File: src/pccr_pkg.sv
// Package for the phase control configuration register bank
package pccr_pkg;

  // Command codes on the management link
  localparam logic [7:0] CMD_TRIM_SPARE_A  = 8'hDF;
  localparam logic [7:0] CMD_TRIM_SPARE_B  = 8'hE0;
  localparam logic [7:0] CMD_MAIN_CONFIG   = 8'hE1;
  localparam logic [7:0] CMD_AUX_CONFIG    = 8'hE2;
  localparam logic [7:0] CMD_SHED_LOW      = 8'hE3;
  localparam logic [7:0] CMD_SHED_HIGH     = 8'hE4;
  localparam logic [7:0] CMD_SHED_SPARE_A  = 8'hE5;
  localparam logic [7:0] CMD_SHED_SPARE_B  = 8'hE6;
  localparam logic [7:0] CMD_SHED_SPARE_C  = 8'hE7;
  localparam logic [7:0] CMD_SHED_HYST     = 8'hE8;
  localparam logic [7:0] CMD_SENSOR_THERM  = 8'hE9;
  localparam logic [7:0] CMD_TEMP_THERM    = 8'hEA;

  // Writable bit masks, all other bits read zero except the shedding spares, which read all ones
  localparam logic [15:0] MAIN_WR_MASK   = 16'hFBF7;
  localparam logic [15:0] AUX_WR_MASK    = 16'h000F;
  localparam logic [15:0] FULL_WR_MASK   = 16'hFFFF;
  localparam logic [15:0] BYTE_WR_MASK   = 16'h00FF;
  localparam logic [15:0] SPARE_SHED_VAL = 16'hFFFF;
  localparam logic [15:0] ZERO_WORD      = 16'h0000;
  localparam logic [15:0] CFG_RESET      = 16'h0000;

  // Main config field positions
  localparam int MAIN_DC_DCM_BIT  = 15;
  localparam int MAIN_DC_CCM_BIT  = 14;
  localparam int MAIN_PS_SRC_BIT  = 13;
  localparam int MAIN_PS_REQ_MSB  = 12;
  localparam int MAIN_PS_REQ_LSB  = 11;
  localparam int MAIN_TON_RED_BIT = 9;
  localparam int MAIN_PS_IGN_BIT  = 8;
  localparam int MAIN_CB_BIT      = 7;
  localparam int MAIN_OSR_BIT     = 6;
  localparam int MAIN_APS_BIT     = 5;
  localparam int MAIN_VSRC_BIT    = 4;
  localparam int MAIN_PCNT_MSB    = 2;

  // Aux config field positions
  localparam int AUX_LOW_PWR_BIT  = 3;
  localparam int AUX_SD_STYLE_BIT = 2;
  localparam int AUX_DLY_SEL_BIT  = 1;
  localparam int AUX_SLEW_BIT     = 0;

  // Thermal config field positions
  localparam int THERM_EN_BIT     = 15;
  localparam int SNS_MODE_BIT     = 14;
  localparam int SNS_HYS_MSB      = 13;
  localparam int SNS_HYS_LSB      = 8;
  localparam int TMP_THR_LSB      = 8;
  localparam int TMP_MODE_BIT     = 7;
  localparam int TMP_HYS_MSB      = 6;

  // Phase count codes
  localparam logic [2:0] PCNT_1P_DCM  = 3'h0;
  localparam logic [2:0] PCNT_1P_CCM  = 3'h1;
  localparam logic [2:0] PCNT_4P      = 3'h4;

  // Delay timebase
  localparam int CLK_FREQ_MHZ  = 10;
  localparam int DLY_SHORT_US  = 20;
  localparam int DLY_LONG_US   = 50;
  localparam int DLY_SHORT_CYC = DLY_SHORT_US * CLK_FREQ_MHZ;
  localparam int DLY_LONG_CYC  = DLY_LONG_US * CLK_FREQ_MHZ;
  localparam int DLY_CNT_W     = 9;

  // Power state request decoding
  typedef enum logic [2:0] {
    PM_FULL_CCM = 3'b001,
    PM_1P_CCM   = 3'b010,
    PM_1P_DCM   = 3'b100
  } pccr_pmode_e;

  // Over-temperature protection state
  typedef enum logic [2:0] {
    OT_NORMAL  = 3'b001,
    OT_HICCUP  = 3'b010,
    OT_LATCHED = 3'b100
  } pccr_ot_e;

  // Loop and mode controls seen by the regulator core
  typedef struct packed {
    logic        dc_loop_enable_discontinuous;
    logic        dc_loop_enable_continuous;
    logic        current_balance_enable;
    logic        overshoot_reduce_enable;
    logic        phase_shedding_enable;
    logic        voltage_from_link;
    logic        on_time_reduce_active;
    logic [2:0]  phase_count;
    logic        phase_count_invalid;
    pccr_pmode_e power_mode;
  } pccr_loop_s;

  // Shedding thresholds scaled to amps
  typedef struct packed {
    logic [8:0] single_phase_drop_threshold;
    logic [8:0] discontinuous_drop_threshold;
    logic [8:0] three_phase_drop_threshold;
    logic [8:0] two_phase_drop_threshold;
    logic [8:0] shedding_hysteresis_value;
  } pccr_shed_s;

endpackage : pccr_pkg

File: src/pccr_config_regs.sv
// Phase control configuration register bank with mode decoding and thermal trips
`timescale 1ns/1ps

module pccr_config_regs (
  input  wire logic                 core_clk,
  input  wire logic                 rst_b,
  // Management link command layer
  input  wire logic                 cmd_valid,
  input  wire logic                 cmd_write,
  input  wire logic [7:0]           cmd_code,
  input  wire logic [15:0]          cmd_wdata,
  output logic                      cmd_ack,
  output logic                      cmd_nack,
  output logic                      cmd_rvalid,
  output logic [15:0]               cmd_rdata,
  // Device pins and core status
  input  wire logic [1:0]           power_state_input,
  input  wire logic                 enable_in,
  input  wire logic                 total_current_scale,
  input  wire logic [7:0]           temp_sensor_pin,
  input  wire logic [7:0]           temperature_input,
  input  wire logic                 fault_clear,
  // Decoded controls
  output pccr_pkg::pccr_loop_s      loop_ctrl,
  output pccr_pkg::pccr_shed_s      shed_amps,
  output logic                      low_power_active,
  output logic                      pwm_tristate,
  output logic                      soft_shutdown,
  output logic                      rc_slew_active,
  output logic                      delay_tick,
  output logic                      sensor_overheat,
  output logic                      temp_overheat,
  output logic                      thermal_alert_n
);

  // Stored register contents
  logic [15:0] main_cfg;
  logic [7:0]  aux_cfg;
  logic [15:0] shed_low;
  logic [15:0] shed_high;
  logic [7:0]  shed_hys;
  logic [15:0] sensor_cfg;
  logic [15:0] temp_cfg;

  localparam int DLY_W = pccr_pkg::DLY_CNT_W;

  // Working signals
  logic                  req_write;
  logic                  req_read;
  logic [15:0]           wmask;
  logic [15:0]           wvalue;
  logic [15:0]           read_word;
  logic [1:0]            ps_request;
  pccr_pkg::pccr_pmode_e next_mode;
  pccr_pkg::pccr_loop_s  next_loop;
  logic [DLY_W-1:0]      dly_cnt;
  logic [DLY_W-1:0]      dly_limit;
  logic [1:0]            ot_active;

  // Writable mask of a command, zero when unmapped or spare
  function automatic logic [15:0] wr_mask_of(input logic [7:0] code);
    case (code)
      pccr_pkg::CMD_MAIN_CONFIG:  wr_mask_of = pccr_pkg::MAIN_WR_MASK;
      pccr_pkg::CMD_AUX_CONFIG:   wr_mask_of = pccr_pkg::AUX_WR_MASK;
      pccr_pkg::CMD_SHED_LOW:     wr_mask_of = pccr_pkg::FULL_WR_MASK;
      pccr_pkg::CMD_SHED_HIGH:    wr_mask_of = pccr_pkg::FULL_WR_MASK;
      pccr_pkg::CMD_SHED_HYST:    wr_mask_of = pccr_pkg::BYTE_WR_MASK;
      pccr_pkg::CMD_SENSOR_THERM: wr_mask_of = pccr_pkg::FULL_WR_MASK;
      pccr_pkg::CMD_TEMP_THERM:   wr_mask_of = pccr_pkg::FULL_WR_MASK;
      default:                    wr_mask_of = pccr_pkg::ZERO_WORD;
    endcase
  endfunction : wr_mask_of

  // Whether a command code belongs to this bank
  function automatic logic is_mapped(input logic [7:0] code);
    is_mapped = (code >= pccr_pkg::CMD_TRIM_SPARE_A) && (code <= pccr_pkg::CMD_TEMP_THERM);
  endfunction : is_mapped

  // Handshake: refused while in low power or for foreign codes
  assign low_power_active = aux_cfg[pccr_pkg::AUX_LOW_PWR_BIT] && !enable_in;
  assign cmd_ack  = cmd_valid && !low_power_active && is_mapped(cmd_code);
  assign cmd_nack = cmd_valid && !cmd_ack;
  assign req_write = cmd_ack && cmd_write;
  assign req_read  = cmd_ack && !cmd_write;
  assign wmask  = wr_mask_of(cmd_code);
  assign wvalue = cmd_wdata & wmask;

  // Main config storage
  always_ff @(posedge core_clk or negedge rst_b)
  begin
    if (!rst_b)
      main_cfg <= pccr_pkg::CFG_RESET;
    else if (req_write && cmd_code == pccr_pkg::CMD_MAIN_CONFIG)
      main_cfg <= wvalue;
  end

  // Aux config storage, fixed-zero bits never stored
  always_ff @(posedge core_clk or negedge rst_b)
  begin
    if (!rst_b)
      aux_cfg <= pccr_pkg::CFG_RESET[7:0];
    else if (req_write && cmd_code == pccr_pkg::CMD_AUX_CONFIG)
      aux_cfg <= wvalue[7:0];
  end

  // Shedding thresholds and hysteresis storage
  always_ff @(posedge core_clk or negedge rst_b)
  begin
    if (!rst_b)
    begin
      shed_low  <= pccr_pkg::CFG_RESET;
      shed_high <= pccr_pkg::CFG_RESET;
      shed_hys  <= pccr_pkg::CFG_RESET[7:0];
    end
    else if (req_write)
    begin
      if (cmd_code == pccr_pkg::CMD_SHED_LOW)
        shed_low <= wvalue;
      if (cmd_code == pccr_pkg::CMD_SHED_HIGH)
        shed_high <= wvalue;
      if (cmd_code == pccr_pkg::CMD_SHED_HYST)
        shed_hys <= wvalue[7:0];
    end
  end

  // Thermal config storage
  always_ff @(posedge core_clk or negedge rst_b)
  begin
    if (!rst_b)
    begin
      sensor_cfg <= pccr_pkg::CFG_RESET;
      temp_cfg   <= pccr_pkg::CFG_RESET;
    end
    else if (req_write)
    begin
      if (cmd_code == pccr_pkg::CMD_SENSOR_THERM)
        sensor_cfg <= wvalue;
      if (cmd_code == pccr_pkg::CMD_TEMP_THERM)
        temp_cfg <= wvalue;
    end
  end

  // Read multiplexer
  always_comb
  begin
    case (cmd_code)
      pccr_pkg::CMD_TRIM_SPARE_A: read_word = pccr_pkg::ZERO_WORD;
      pccr_pkg::CMD_TRIM_SPARE_B: read_word = pccr_pkg::ZERO_WORD;
      pccr_pkg::CMD_MAIN_CONFIG:  read_word = main_cfg;
      pccr_pkg::CMD_AUX_CONFIG:   read_word = {8'h00, aux_cfg};
      pccr_pkg::CMD_SHED_LOW:     read_word = shed_low;
      pccr_pkg::CMD_SHED_HIGH:    read_word = shed_high;
      pccr_pkg::CMD_SHED_SPARE_A: read_word = pccr_pkg::SPARE_SHED_VAL;
      pccr_pkg::CMD_SHED_SPARE_B: read_word = pccr_pkg::SPARE_SHED_VAL;
      pccr_pkg::CMD_SHED_SPARE_C: read_word = pccr_pkg::SPARE_SHED_VAL;
      pccr_pkg::CMD_SHED_HYST:    read_word = {8'h00, shed_hys};
      pccr_pkg::CMD_SENSOR_THERM: read_word = sensor_cfg;
      pccr_pkg::CMD_TEMP_THERM:   read_word = temp_cfg;
      default:                    read_word = pccr_pkg::ZERO_WORD;
    endcase
  end

  // Registered read answer, one cycle after the request
  always_ff @(posedge core_clk or negedge rst_b)
  begin
    if (!rst_b)
    begin
      cmd_rvalid <= 1'b0;
      cmd_rdata  <= pccr_pkg::ZERO_WORD;
    end
    else
    begin
      cmd_rvalid <= req_read;
      if (req_read)
        cmd_rdata <= read_word;
    end
  end

  // Power state request source and decoding
  always_comb
  begin
    if (main_cfg[pccr_pkg::MAIN_PS_SRC_BIT])
      ps_request = main_cfg[pccr_pkg::MAIN_PS_REQ_MSB:pccr_pkg::MAIN_PS_REQ_LSB];
    else
      ps_request = power_state_input;
    if (main_cfg[pccr_pkg::MAIN_APS_BIT] && main_cfg[pccr_pkg::MAIN_PS_IGN_BIT])
      next_mode = pccr_pkg::PM_FULL_CCM;
    else if (ps_request[1])
      next_mode = pccr_pkg::PM_1P_DCM;
    else if (ps_request[0])
      next_mode = pccr_pkg::PM_1P_CCM;
    else
      next_mode = pccr_pkg::PM_FULL_CCM;
  end

  // Loop controls gathered for the regulator core
  always_comb
  begin
    next_loop.dc_loop_enable_discontinuous = main_cfg[pccr_pkg::MAIN_DC_DCM_BIT];
    next_loop.dc_loop_enable_continuous    = main_cfg[pccr_pkg::MAIN_DC_CCM_BIT];
    next_loop.current_balance_enable       = main_cfg[pccr_pkg::MAIN_CB_BIT];
    next_loop.overshoot_reduce_enable      = main_cfg[pccr_pkg::MAIN_OSR_BIT];
    next_loop.phase_shedding_enable        = main_cfg[pccr_pkg::MAIN_APS_BIT];
    next_loop.voltage_from_link            = main_cfg[pccr_pkg::MAIN_VSRC_BIT];
    next_loop.phase_count                  = main_cfg[pccr_pkg::MAIN_PCNT_MSB:0];
    next_loop.phase_count_invalid          = main_cfg[pccr_pkg::MAIN_PCNT_MSB:0] > pccr_pkg::PCNT_4P;
    next_loop.power_mode                   = next_mode;
    // Single-phase DCM count is itself the deepest state
    next_loop.on_time_reduce_active        = main_cfg[pccr_pkg::MAIN_TON_RED_BIT] &&
      (next_mode == pccr_pkg::PM_1P_DCM ||
       main_cfg[pccr_pkg::MAIN_PCNT_MSB:0] == pccr_pkg::PCNT_1P_DCM);
  end

  // Registered control outputs
  always_ff @(posedge core_clk or negedge rst_b)
  begin
    if (!rst_b)
    begin
      loop_ctrl <= '{power_mode: pccr_pkg::PM_FULL_CCM, default: '0};
    end
    else
      loop_ctrl <= next_loop;
  end

  // Shedding values scaled by the total_current_scale
  always_ff @(posedge core_clk or negedge rst_b)
  begin
    if (!rst_b)
      shed_amps <= '0;
    else
    begin
      shed_amps.single_phase_drop_threshold  <= {1'b0, shed_low[15:8]}  << total_current_scale;
      shed_amps.discontinuous_drop_threshold <= {1'b0, shed_low[7:0]}   << total_current_scale;
      shed_amps.three_phase_drop_threshold   <= {1'b0, shed_high[15:8]} << total_current_scale;
      shed_amps.two_phase_drop_threshold     <= {1'b0, shed_high[7:0]}  << total_current_scale;
      shed_amps.shedding_hysteresis_value    <= {1'b0, shed_hys}        << total_current_scale;
    end
  end

  // Shutdown style and slew style, registered
  always_ff @(posedge core_clk or negedge rst_b)
  begin
    if (!rst_b)
    begin
      pwm_tristate   <= 1'b0;
      soft_shutdown  <= 1'b0;
      rc_slew_active <= 1'b0;
    end
    else
    begin
      pwm_tristate   <= !enable_in && (!aux_cfg[pccr_pkg::AUX_SD_STYLE_BIT] ||
                        aux_cfg[pccr_pkg::AUX_LOW_PWR_BIT]);
      soft_shutdown  <= !enable_in && aux_cfg[pccr_pkg::AUX_SD_STYLE_BIT] &&
                        !aux_cfg[pccr_pkg::AUX_LOW_PWR_BIT];
      rc_slew_active <= aux_cfg[pccr_pkg::AUX_SLEW_BIT] && !main_cfg[pccr_pkg::MAIN_VSRC_BIT];
    end
  end

  // Delay timebase tick for turn-on and turn-off delay counters
  assign dly_limit = aux_cfg[pccr_pkg::AUX_DLY_SEL_BIT] ?
                     DLY_W'(pccr_pkg::DLY_LONG_CYC - 1) : DLY_W'(pccr_pkg::DLY_SHORT_CYC - 1);

  always_ff @(posedge core_clk or negedge rst_b)
  begin
    if (!rst_b)
    begin
      dly_cnt    <= '0;
      delay_tick <= 1'b0;
    end
    else if (dly_cnt >= dly_limit)
    begin
      dly_cnt    <= '0;
      delay_tick <= 1'b1;
    end
    else
    begin
      dly_cnt    <= dly_cnt + DLY_W'(1);
      delay_tick <= 1'b0;
    end
  end

  // Over-temperature protection, index 0 sensor pin, index 1 temp input
  genvar gi;
  generate
    for (gi = 0; gi < 2; gi++)
    begin : g_ot
      pccr_pkg::pccr_ot_e ot_state;
      logic [7:0]         reading;
      logic [7:0]         thresh;
      logic [7:0]         hyst;
      logic               prot_en;
      logic               latch_mode;
      logic [8:0]         release_lvl;

      if (gi == 0)
      begin : g_sns
        assign reading    = temp_sensor_pin;
        assign thresh     = sensor_cfg[7:0];
        assign hyst       = {2'b00, sensor_cfg[pccr_pkg::SNS_HYS_MSB:pccr_pkg::SNS_HYS_LSB]};
        assign prot_en    = sensor_cfg[pccr_pkg::THERM_EN_BIT];
        assign latch_mode = sensor_cfg[pccr_pkg::SNS_MODE_BIT];
      end
      else
      begin : g_tmp
        assign reading    = temperature_input;
        assign thresh     = temp_cfg[15:pccr_pkg::TMP_THR_LSB];
        assign hyst       = {1'b0, temp_cfg[pccr_pkg::TMP_HYS_MSB:0]};
        assign prot_en    = 1'b1;
        assign latch_mode = temp_cfg[pccr_pkg::TMP_MODE_BIT];
      end

      // In hiccup mode, reading must fall to threshold minus hysteresis to recover; latched mode waits for fault_clear
      assign release_lvl = {1'b0, thresh} - {1'b0, hyst};

      always_ff @(posedge core_clk or negedge rst_b)
      begin
        if (!rst_b)
          ot_state <= pccr_pkg::OT_NORMAL;
        else
        begin
          case (ot_state)
            pccr_pkg::OT_NORMAL:
              if (prot_en && reading >= thresh)
                ot_state <= latch_mode ? pccr_pkg::OT_LATCHED : pccr_pkg::OT_HICCUP;
            pccr_pkg::OT_HICCUP:
              if (!prot_en || release_lvl[8] || {1'b0, reading} <= release_lvl)
                ot_state <= pccr_pkg::OT_NORMAL;
            pccr_pkg::OT_LATCHED:
              if (fault_clear || !prot_en)
                ot_state <= pccr_pkg::OT_NORMAL;
            default:
              ot_state <= pccr_pkg::OT_NORMAL;
          endcase
        end
      end

      assign ot_active[gi] = (ot_state != pccr_pkg::OT_NORMAL);
    end
  endgenerate

  // Overheat indicators
  assign sensor_overheat = ot_active[0];
  assign temp_overheat   = ot_active[1];
  assign thermal_alert_n = !(|ot_active);

endmodule : pccr_config_regs

File: config.mk
export PLATFORM = sky130hd
export DESIGN_NAME = pccr_config_regs
export DESIGN_NICKNAME = d
export VERILOG_FILES = /design/src/pccr_pkg.sv /design/src/pccr_config_regs.sv
export SDC_FILE = /design/constraint.sdc
export NUM_CORES = 1
export LEC_CHECK = 0
export BUFFER_PORTS_ARGS = -buffer_cell sky130_fd_sc_hd__buf_2
export CORE_UTILIZATION = 38
export CTS_CLUSTER_DIAMETER = 40
export DETAILED_ROUTE_END_ITERATION = 8
export GPL_TIMING_DRIVEN = 0
export PLACE_DENSITY = 0.71
export SYNTH_ARGS = -nofsm -noshare
export SYNTH_HDL_FRONTEND = slang
export SYNTH_SLANG_ARGS = --single-unit
File: constraint.sdc
create_clock -name core_clk -period 2.8 [get_ports core_clk]
set_input_delay 0.14 -clock core_clk [delete_from_list [all_inputs] [get_ports core_clk]]
set_output_delay 0.14 -clock core_clk [all_outputs]
set_load 0.02 [all_outputs]
==> results.json, run 1 <==
{
  "drv_slew": 0,
  "yosysSeqAreaShare_pct": 49.9,
  "reg2reg_depth": 12,
  "synth_fp_nets": 1035,
  "die_w_um": 161,
  "dieHeight_um": 161,
  "track_usage_pct": 22.1,
  "power_frac_clock_pct": 42.7,
  "fp.coreArea_sq_um": 24500,
  "synth.distinct_cells": 72,
  "period_needed_ps": 2900,
  "boundaryPins": 135,
  "synth_edf_count": 0,
  "place_area_sq_um": 10700,
  "required_ps": 3140,
  "ys_warn_count": 0,
  "path_cells": "inv_1, ha_4, nor2b_2, o31a_1, o31a_1, a21o_1, ha_4, a22o_1, nor4_2, o221ai_1, o311a_1, a21o_1",
  "p_per_area_nw_per_um2": 496,
  "setup_viol": 3,
  "first_pass_iters": 6,
  "fin_crit_sh_pct": 104,
  "overflow": 0,
  "via_per_inst": 5.43,
  "cts.reportedPaths.clkPinSlew_ps": 70,
  "p_leak_nw": 5.52,
  "power_frac_comb_pct": 8.9,
  "cts_made_buffers": 17,
  "io_buffer_count": 132,
  "antenna_found_initial": 1,
  "async_reset_ff_share_pct": 100,
  "synthFlopType": "dfrtp_1",
  "crit_type": "register to register",
  "holdPathStages": 2,
  "grt_pass1_vias": 7717,
  "root_buffer": "clkbuf_16",
  "total_power_w": 0.00582,
  "dp.cells": 1391,
  "cap_viol_max_count": 0,
  "grt_first_pass_wirelength_um": 43500,
  "drc_errors": 0,
  "critPathMaxStageDelay_ps": 410,
  "grt_start_max_net_pins": 115,
  "fmax_ghz": 0.345,
  "synthCells": 934,
  "synth_area_sq_um": 9590,
  "initial_core_util_pct": 39.1,
  "p_sw_share_pct": 25.5,
  "r2r-start": "temp_cfg[2]",
  "intPower_w": 0.00434,
  "tightest_slew_ps": 658,
  "status": "finished with violations",
  "rows": 57,
  "nets": 1221,
  "htreeDepth": 4,
  "ir_worst_vdd_mv": 0.377,
  "min_path_type": "primary input to register",
  "hpwl_um": 21100,
  "worstPathArrival_ps": 3240,
  "stdcell_count": 1458,
  "postLayoutCellArea_sq_um": 11700,
  "ff2ff_setup_slack_ps": -100,
  "cts.path.max_buffers": 2,
  "reg2reg_to": "g_ot[1].ot_state[1]",
  "hold_viol_final": 0,
  "violations": "negative setup slack",
  "start_kind": "register",
  "numClockSinks": 191,
  "wl_per_cell_um": 19.1,
  "drt_wl_total_um": 27900,
  "critPathCaptureType": "register",
  "worst-path-buf-inv": 1,
  "drive_above_1_share_pct": 26.7,
  "p_sw_w": 0.00148,
  "worst_hold_path.endpoint": "shed_hys[4]",
  "syn_to_final_growth_pct": 22.3,
  "routed-via-count": 7924,
  "rsz0062_at_grt": "true",
  "ys_seq_elements": 191,
  "clk_latency_ps": 440,
  "dieArea_sq_um": 25900,
  "syn_area_per_cell_sq_um": 10.3,
  "fin_ws_ps": -101,
  "path_max_fanout": 4,
  "critPathTopFamily": "compound AO/OA/AOI/OAI gates",
  "gp_congestion": 0.920,
  "cts_tree": "done",
  "slew_headroom_pct": 56.0,
  "tns_ps": -239,
  "finClkSkew_ps": 8.55,
  "seqPwrFrac_pct": 48.4,
  "min_from": "cmd_wdata[4]",
  "dr.first_iter.drc_count": 646,
  "slowest_stage": "dfrtp_1",
  "postRouteAntennaNets": 0
}
## layer usage
layer  vias up  GRT usage, %  wire [um]
met5         -             0          0
met3        56          4.86       2090
met4         0          8.96        858
li1       3689             -          -
met1      3838          28.7      11800
met2       341          35.7      13200
## per-stage QoR
step                      utilization [%]  hold slack, ps  setup WS [ps]
after detailed placement             43.6             140           -315
final                                47.8            10.6           -101
after global routing                 47.8            3.52           -254
after global placement               43.4             326          -1380
after CTS                            47.4          0.0303           -158
after floorplan                         -            -156           67.4
## state kept, by name, indices dropped and copies added, names as in the netlist, 9 cells and up
register and flops:
sensor_cfg 16, shed_amps 45, temp_cfg 16, loop_ctrl 14, main_cfg 16, shed_low 16, shed_high 16, dly_cnt 9
cmd_rdata 16
## how the worst max path moves through the flow
stage                   from             endpoint  slack (ps)  cells past startpoint
2_1_floorplan  sensor_cfg[9]  g_ot[0].ot_state[1]          70                     13
3_3_place_gp           rst_b           dly_cnt[0]       -1380                      1
3_5_place_dp   sensor_cfg[0]  g_ot[0].ot_state[0]        -310                     14
4_1_cts          temp_cfg[8]  g_ot[1].ot_state[1]        -160                     13
5_1_grt          temp_cfg[8]  g_ot[1].ot_state[1]        -250                     13
6_report         temp_cfg[2]  g_ot[1].ot_state[1]        -100                     12
## power by group through the flow
stage	Combinational, W	Clock, W	Sequential, W
floorplan	0.000257	0	0.00288
global route	0.000566	0.00263	0.00282
finish	0.000520	0.00248	0.00282
detailed placement	0.000489	0	0.00287
global placement	0.000479	0	0.00287
CTS	0.000518	0.00251	0.00282
## cell type report
cell class              count  area [sq um]
repair buffers            167           998
clock buffers              18           429
fillers                  2290         12800
multi-input cells         651          4530
diodes                      1          2.50
flip-flops and latches    191          4790
well taps                 324           405
clock inverters            14           173
inverters                  43           161
plain buffers              49           233
## logic make-up after synthesis
logic type | Yosys count | synth area share [%]
muxes | 68 | 8.20
adders and majority gates | 52 | 6.94
buffers and inverters | 92 | 4.11
and+or+nand+nor | 273 | 13.7
xor gates and xnor gates | 15 | 1.37
DFF | 191 | 49.9
AOI/OAI and AO/OA | 243 | 15.8
## Yosys cell counts (4+ instances only)
master,instances,share of area (%)
nand4_1,5,0.33
o21a_1,9,0.70
o31a_1,5,0.46
dfrtp_1,188,49
o21ai_1,7,0.37
o211ai_1,6,0.47
mux2_2,52,6.1
inv_1,43,1.7
a21oi_1,36,1.9
xnor2_1,6,0.55
a21o_1,8,0.63
o32ai_1,8,0.73
clkbuf_1,29,1.1
ha_1,50,6.5
nor3b_1,4,0.31
and2_1,8,0.52
nor3_1,10,0.52
a22oi_1,24,1.9
o21ai_0,108,5.6
buf_2,15,0.78
mux2_4,8,1.3
nand2_1,125,4.9
mux2i_1,8,0.84
xor2_1,9,0.82
nor2b_1,23,1.5
nand3b_1,4,0.31
nand3_1,14,0.73
nor2_1,49,1.9
## layout by cell type (no fill, tap or decap), types with 9 or more instances in the layout
cell type	Yosys	final
dfrtp_1	188	183
buf_2	15	146
nand2_1	125	125
o21ai_0	108	107
mux2_2	52	52
nor2_1	49	49
ha_1	50	46
inv_1	43	41
a21oi_1	36	34
clkbuf_1	29	30
a22oi_1	24	24
nor2b_1	23	21
buf_4	2	18
dlygate4sd3_1	0	18
clkbuf_16	0	17
nand3_1	14	14
o21a_1	9	9
## repair_timing
item | CTS | global route
gates resized for setup | 21 | 9
hold buffers | 17 | 1
pin swaps | 13 | 10
setup buffers | 11 | 5
setup endpoints to repair | 4 | 4
hold endpoints to repair | 94 | 1
Note: power is estimated with default switching activity, not from simulation.
==> inputs of run 2 (changes only) <==
--- a/config.mk
+++ b/config.mk
@@ -14,3 +14,4 @@
 export SYNTH_ARGS = -nofsm -noshare
 export SYNTH_HDL_FRONTEND = slang
 export SYNTH_SLANG_ARGS = --single-unit
+export TNS_END_PERCENT = 5
==> run 2 against run 1 <==
Effect of this change:
- final cell count is 0.34% lower
- flip-flop and latch count unchanged
- non-clock buffer count shrank 5
- setup slack got worse by 39 ps
- combinational power about the same
- cell area down 0.66%
- clock power barely moved
- the flow still finishes with violations (negative setup slack)
==> results.json, run 2 (synthesis gave the netlist of run 1 again) <==
{
  "critPathTopFamily": "compound AO/OA/AOI/OAI gates",
  "p_per_area_nw_per_um2": 499,
  "cts.path.max_buffers": 2,
  "postLayoutCellArea_sq_um": 11600,
  "seqCellArea_sq_um": 4790,
  "grt_first_pass_wirelength_um": 43500,
  "cap_viol_max_count": 0,
  "stdcell_count": 1453,
  "slew_headroom_pct": 55.6,
  "violations": "negative setup slack",
  "final_common_cell": "dfrtp_1",
  "worst-path-buf-inv": 1,
  "hpwl_um": 21100,
  "io_buffer_count": 132,
  "path_cells": "inv_1, ha_1, fa_2, nor2b_1, o21ai_1, a21oi_2, nor2_1, xnor2_1, ha_1, a22o_1, nor4_1, o221ai_1, o211a_1, a21o_1",
  "htreeDepth": 4,
  "slowest_stage": "dfrtp_2",
  "cts_tree": "done",
  "grt_start_max_net_pins": 115,
  "status": "finished with violations",
  "path_depth": 14,
  "wl_per_cell_um": 19.2,
  "postLayoutCoreUtil_pct": 47.5,
  "largest_reg_flops": 45,
  "cts_made_buffers": 17,
  "grt_pass1_vias": 7694,
  "reg2reg_to": "g_ot[0].ot_state[1]",
  "min_path_type": "primary input to register",
  "fillers": 2292,
  "fmax_ghz": 0.340,
  "timing.hold.ws_ps": 15.8,
  "drt_wl_total_um": 27900,
  "routed.top_layer": "met4",
  "nets": 1216,
  "worstPathArrival_ps": 3270,
  "fp.coreArea_sq_um": 24500,
  "track_usage_pct": 22.1,
  "crit_path_frequent_cell": "ha_1",
  "start_kind": "register",
  "period_needed_ps": 2940,
  "overflow": 0,
  "top_register": "shed_amps",
  "ir_worst_vdd_mv": 0.376,
  "routed-via-count": 7887,
  "startpoint": "sensor_cfg[0]",
  "tns_ps": -382,
  "multiInputGateArea_sq_um": 4490,
  "critPathCaptureType": "register",
  "drive_above_1_share_pct": 25.9,
  "place_area_sq_um": 10700,
  "die_w_um": 161,
  "via_per_inst": 5.43,
  "fin_ws_ps": -140,
  "reg2reg_depth": 14,
  "required_ps": 3130,
  "cts.reportedPaths.clkPinSlew_ps": 70,
  "dp.cells": 1391,
  "wl_met3_um": 1780,
  "syn_to_final_growth_pct": 21.5,
  "dieHeight_um": 161,
  "postRouteAntennaNets": 0,
  "gp_congestion": 0.920,
  "drc_errors": 0,
  "path_max_fanout": 3,
  "numClockSinks": 191,
  "rows": 57,
  "initial_core_util_pct": 39.1,
  "crit_end": "g_ot[0].ot_state[1]",
  "clk_latency_ps": 440,
  "r2r-start": "sensor_cfg[0]",
  "wl_met2_um": 13200,
  "fin_crit_sh_pct": 105,
  "tightest_slew_ps": 662,
  "crit_type": "register to register",
  "rsz0062_at_grt": "true",
  "antenna_found_initial": 1,
  "dr.first_iter.drc_count": 603,
  "root_buffer": "clkbuf_16",
  "dieArea_sq_um": 25900,
  "critPathMaxStageDelay_ps": 400,
  "final_cell_mix": "dfrtp_1, buf_2, nand2_1, o21ai_0, mux2_2",
  "first_pass_iters": 5,
  "drv_slew": 0,
  "ff2ff_setup_slack_ps": -140,
  "finClkSkew_ps": 7.38,
  "setup_viol": 4,
  "boundaryPins": 135,
  "hold_viol_final": 0,
  "wl_met1_um": 12000,
  "p_leak_nw": 5.49
}
run 2: worst min-delay path by stage:
stage / from / to / depth (start not counted)
after floorplan: rst_b / aux_cfg[0] / 0
after global placement: enable_in / pwm_tristate / 2
after detailed placement: rst_b / shed_amps[41] / 1
after CTS: cmd_wdata[4] / shed_hys[4] / 2
after global routing: cmd_wdata[4] / main_cfg[4] / 2
final: cmd_wdata[4] / shed_hys[4] / 2
run 2: where the power goes:
group / switching, W / internal, W
logic: 0.000326 / 0.000192
clock network: 0.00113 / 0.00135
registers: 0.0000230 / 0.00279
total: 0.00148 / 0.00433
run 2: stage by stage:
stage / setup WS [ps] / power (W)
after floorplan: 67.4 / 0.00313
after detailed placement: -315 / 0.00336
after CTS: -165 / 0.00584
after global routing: -262 / 0.00601
final: -140 / 0.00581
after global placement: -1380 / 0.00335
run 2: final cells by class:
class / instances / area share, %
Inverter: 43 / 1.39
Clock inverter: 14 / 1.48
Tap cell: 324 / 3.48
Sequential cell: 191 / 41.1
Antenna cell: 1 / 0.0215
Multi-Input combinational cell: 651 / 38.6
Clock buffer: 18 / 3.68
Buffer: 49 / 2.00
Timing Repair Buffer: 162 / 8.25
run 2: timing repair:
item                       4_1_cts  5_1_grt
hold buffers                    17        1
setup buffers                   10        1
resized for setup               18        4
pin swaps                       13        7
hold endpoints to repair        94        1
setup endpoints to repair        4        4
run 2: worst register-to-register path, cell delays in order, from the launching register on:
cell	delay, ps
dfrtp_2	400
inv_1	50
ha_1	220
fa_2	360
nor2b_1	140
o21ai_1	100
a21oi_2	170
nor2_1	80
xnor2_1	130
ha_1	330
a22o_1	180
nor4_1	180
o221ai_1	170
o211a_1	170
a21o_1	160
run 2: layer usage:
| layer | vias to the layer above | global-route usage, % |
|---|---|---|
| li1 | 3670 | - |
| met2 | 323 | 35.7 |
| met1 | 3840 | 28.7 |
| met3 | 54 | 4.86 |
| met5 | - | 0 |
| met4 | 0 | 8.96 |
==> inputs of run 3 (changes only) <==
--- a/config.mk
+++ b/config.mk
@@ -9,7 +9,6 @@
 export CORE_UTILIZATION = 38
 export CTS_CLUSTER_DIAMETER = 40
 export DETAILED_ROUTE_END_ITERATION = 8
-export GPL_TIMING_DRIVEN = 0
 export PLACE_DENSITY = 0.71
 export SYNTH_ARGS = -nofsm -noshare
 export SYNTH_HDL_FRONTEND = slang
==> run 3 against run 2 <==
Effect of this change:
- power down 0.69%
- critical endpoint unchanged
- critical path depth stayed put
- die area unchanged
- sequential power is essentially flat
- fmax is 4.0% higher
- clock-buffer cell count rose by 1
- the flow still finishes with violations (negative setup slack)
- largest power group unchanged
- clock power is 2% lower
- clock skew increased by 5.0 ps
==> results.json, run 3 (synthesis gave the netlist of run 1 again) <==
{
  "status": "finished with violations",
  "violations": "negative setup slack",
  "cts.path.max_buffers": 2,
  "dieHeight_um": 161,
  "ir_worst_vdd_mv": 0.445,
  "grt_first_pass_wirelength_um": 42600,
  "timing.hold.ws_ps": 27.4,
  "slew_headroom_pct": 28.8,
  "final_common_cell": "dfrtp_1",
  "p_sw_share_pct": 25.5,
  "period_needed_ps": 2830,
  "intPower_w": 0.00430,
  "overflow": 0,
  "syn_to_final_growth_pct": 21.5,
  "postLayoutCellArea_sq_um": 11600,
  "fin_crit_sh_pct": 101,
  "crit_type": "register to register",
  "largest_reg_flops": 45,
  "hold_viol_final": 0,
  "p_per_area_nw_per_um2": 496,
  "first_pass_iters": 5,
  "start_kind": "register",
  "fp.coreArea_sq_um": 24500,
  "grt_pass1_vias": 7563,
  "fmax_ghz": 0.354,
  "p_leak_nw": 5.53,
  "finClkSkew_ps": 12.4,
  "via_per_inst": 5.38,
  "path_max_fanout": 3,
  "die_w_um": 161,
  "cts.reportedPaths.clkPinSlew_ps": 70,
  "postRouteAntennaNets": 0,
  "nets": 1200,
  "setup_viol": 1,
  "worstPathArrival_ps": 3160,
  "cap_viol_max_count": 0,
  "drt_wl_total_um": 26900,
  "power_frac_comb_pct": 8.9,
  "antenna_found_initial": 1,
  "tightest_slew_ps": 1060,
  "wl_per_cell_um": 18.7,
  "numClockSinks": 191,
  "drc_errors": 0,
  "initial_core_util_pct": 39.1,
  "rows": 57,
  "cts_tree": "done",
  "required_ps": 3130,
  "rsz0062_at_grt": "true",
  "drive_above_1_share_pct": 27.2,
  "io_buffer_count": 134,
  "clk_latency_ps": 440,
  "place_area_sq_um": 10700,
  "min_path_type": "primary input to register",
  "grt_start_max_net_pins": 103,
  "boundaryPins": 135,
  "critPathCaptureType": "register",
  "routed-via-count": 7735,
  "dieArea_sq_um": 25900,
  "power_frac_clock_pct": 42.3,
  "seqPwrFrac_pct": 48.8,
  "gp_congestion": 0.894,
  "dr.first_iter.drc_count": 748,
  "hpwl_um": 20100,
  "fin_ws_ps": -27.8,
  "drv_slew": 0,
  "root_buffer": "clkbuf_16",
  "htreeDepth": 4,
  "track_usage_pct": 21.5,
  "p_sw_w": 0.00147,
  "top_register": "shed_amps",
  "final_cell_mix": "dfrtp_1, buf_2, nand2_1, o21ai_0, mux2_2",
  "cts_made_buffers": 17
}
[run 3: worst paths after layout]
check	from	to	slack, ps	cells past startpoint
setup / recovery	sensor_cfg[10]	g_ot[0].ot_state[1]	-30	14
hold / removal	cmd_wdata[10]	shed_high[10]	30	2
setup reg to reg	sensor_cfg[10]	g_ot[0].ot_state[1]	-30	14
hold reg to reg	main_cfg[6]	loop_ctrl[10]	430	0
max in group asynchronous	rst_b	g_ot[1].ot_state[0]	1590	3
min in group asynchronous	rst_b	shed_amps[41]	360	2
[run 3: per-stage QoR]
step,total power (W),setup WS [ps],TNS [ps],util (%),cells
3_5_place_dp,0.00335,-184,-634,43.8,1381
2_1_floorplan,0.00313,67.4,0,-,934
3_3_place_gp,0.00335,1.10,0,43.8,1381
5_1_grt,0.00599,-222,-599,47.5,1436
6_report,0.00577,-27.8,-27.8,47.5,1437
4_1_cts,0.00580,-135,-203,47.2,1434
[run 3: power groups by stage]
stage / Combinational [W] / Clock [W] / Sequential, W
after CTS: 0.000510 / 0.00247 / 0.00282
after floorplan: 0.000257 / 0 / 0.00288
final: 0.000514 / 0.00244 / 0.00282
after global placement: 0.000478 / 0 / 0.00287
after detailed placement: 0.000485 / 0 / 0.00287
after global routing: 0.000564 / 0.00261 / 0.00282
[run 3: final cells by class]
cell class / instances / area [sq um]
Sequential cell: 191 / 4780
Fill cell: 2286 / 12900
Antenna cell: 1 / 2.50
Tap cell: 324 / 405
Inverter: 43 / 161
Multi-Input combinational cell: 651 / 4500
Timing Repair Buffer: 195 / 1200
Clock buffer: 19 / 453
Clock inverter: 13 / 141
[run 3: per-layer routing]
layer	vias to the layer above	wire (um)	part of all wire, %	track usage [%]
met5	-	0	0	0
met4	0	883	3.3	8.96
met3	51	1730	6.4	3.64
met2	321	12300	46	33.4
met1	3735	12000	44	29.6
li1	3628	-	-	-
[run 3: repair_timing]
action,in CTS,in global routing
pin swaps,6,11
setup buffers,2,2
gates resized for setup,8,10
setup endpoints to repair,4,4
hold endpoints to repair,121,0
gates cloned,0,0
hold buffers,19,0
[run 3: worst max-delay path, stage by stage (launching register included)]
cell and delay [ps]:
dfrtp_1 420, inv_1 100, ha_4 200, buf_4 130, nor2b_2 150, o21ai_2 170
buf_4 140, nand2b_1 60, xnor2_1 130, ha_1 310, a22o_1 250, nor4_2 160
o221ai_1 170, o211a_1 180, a21o_1 150
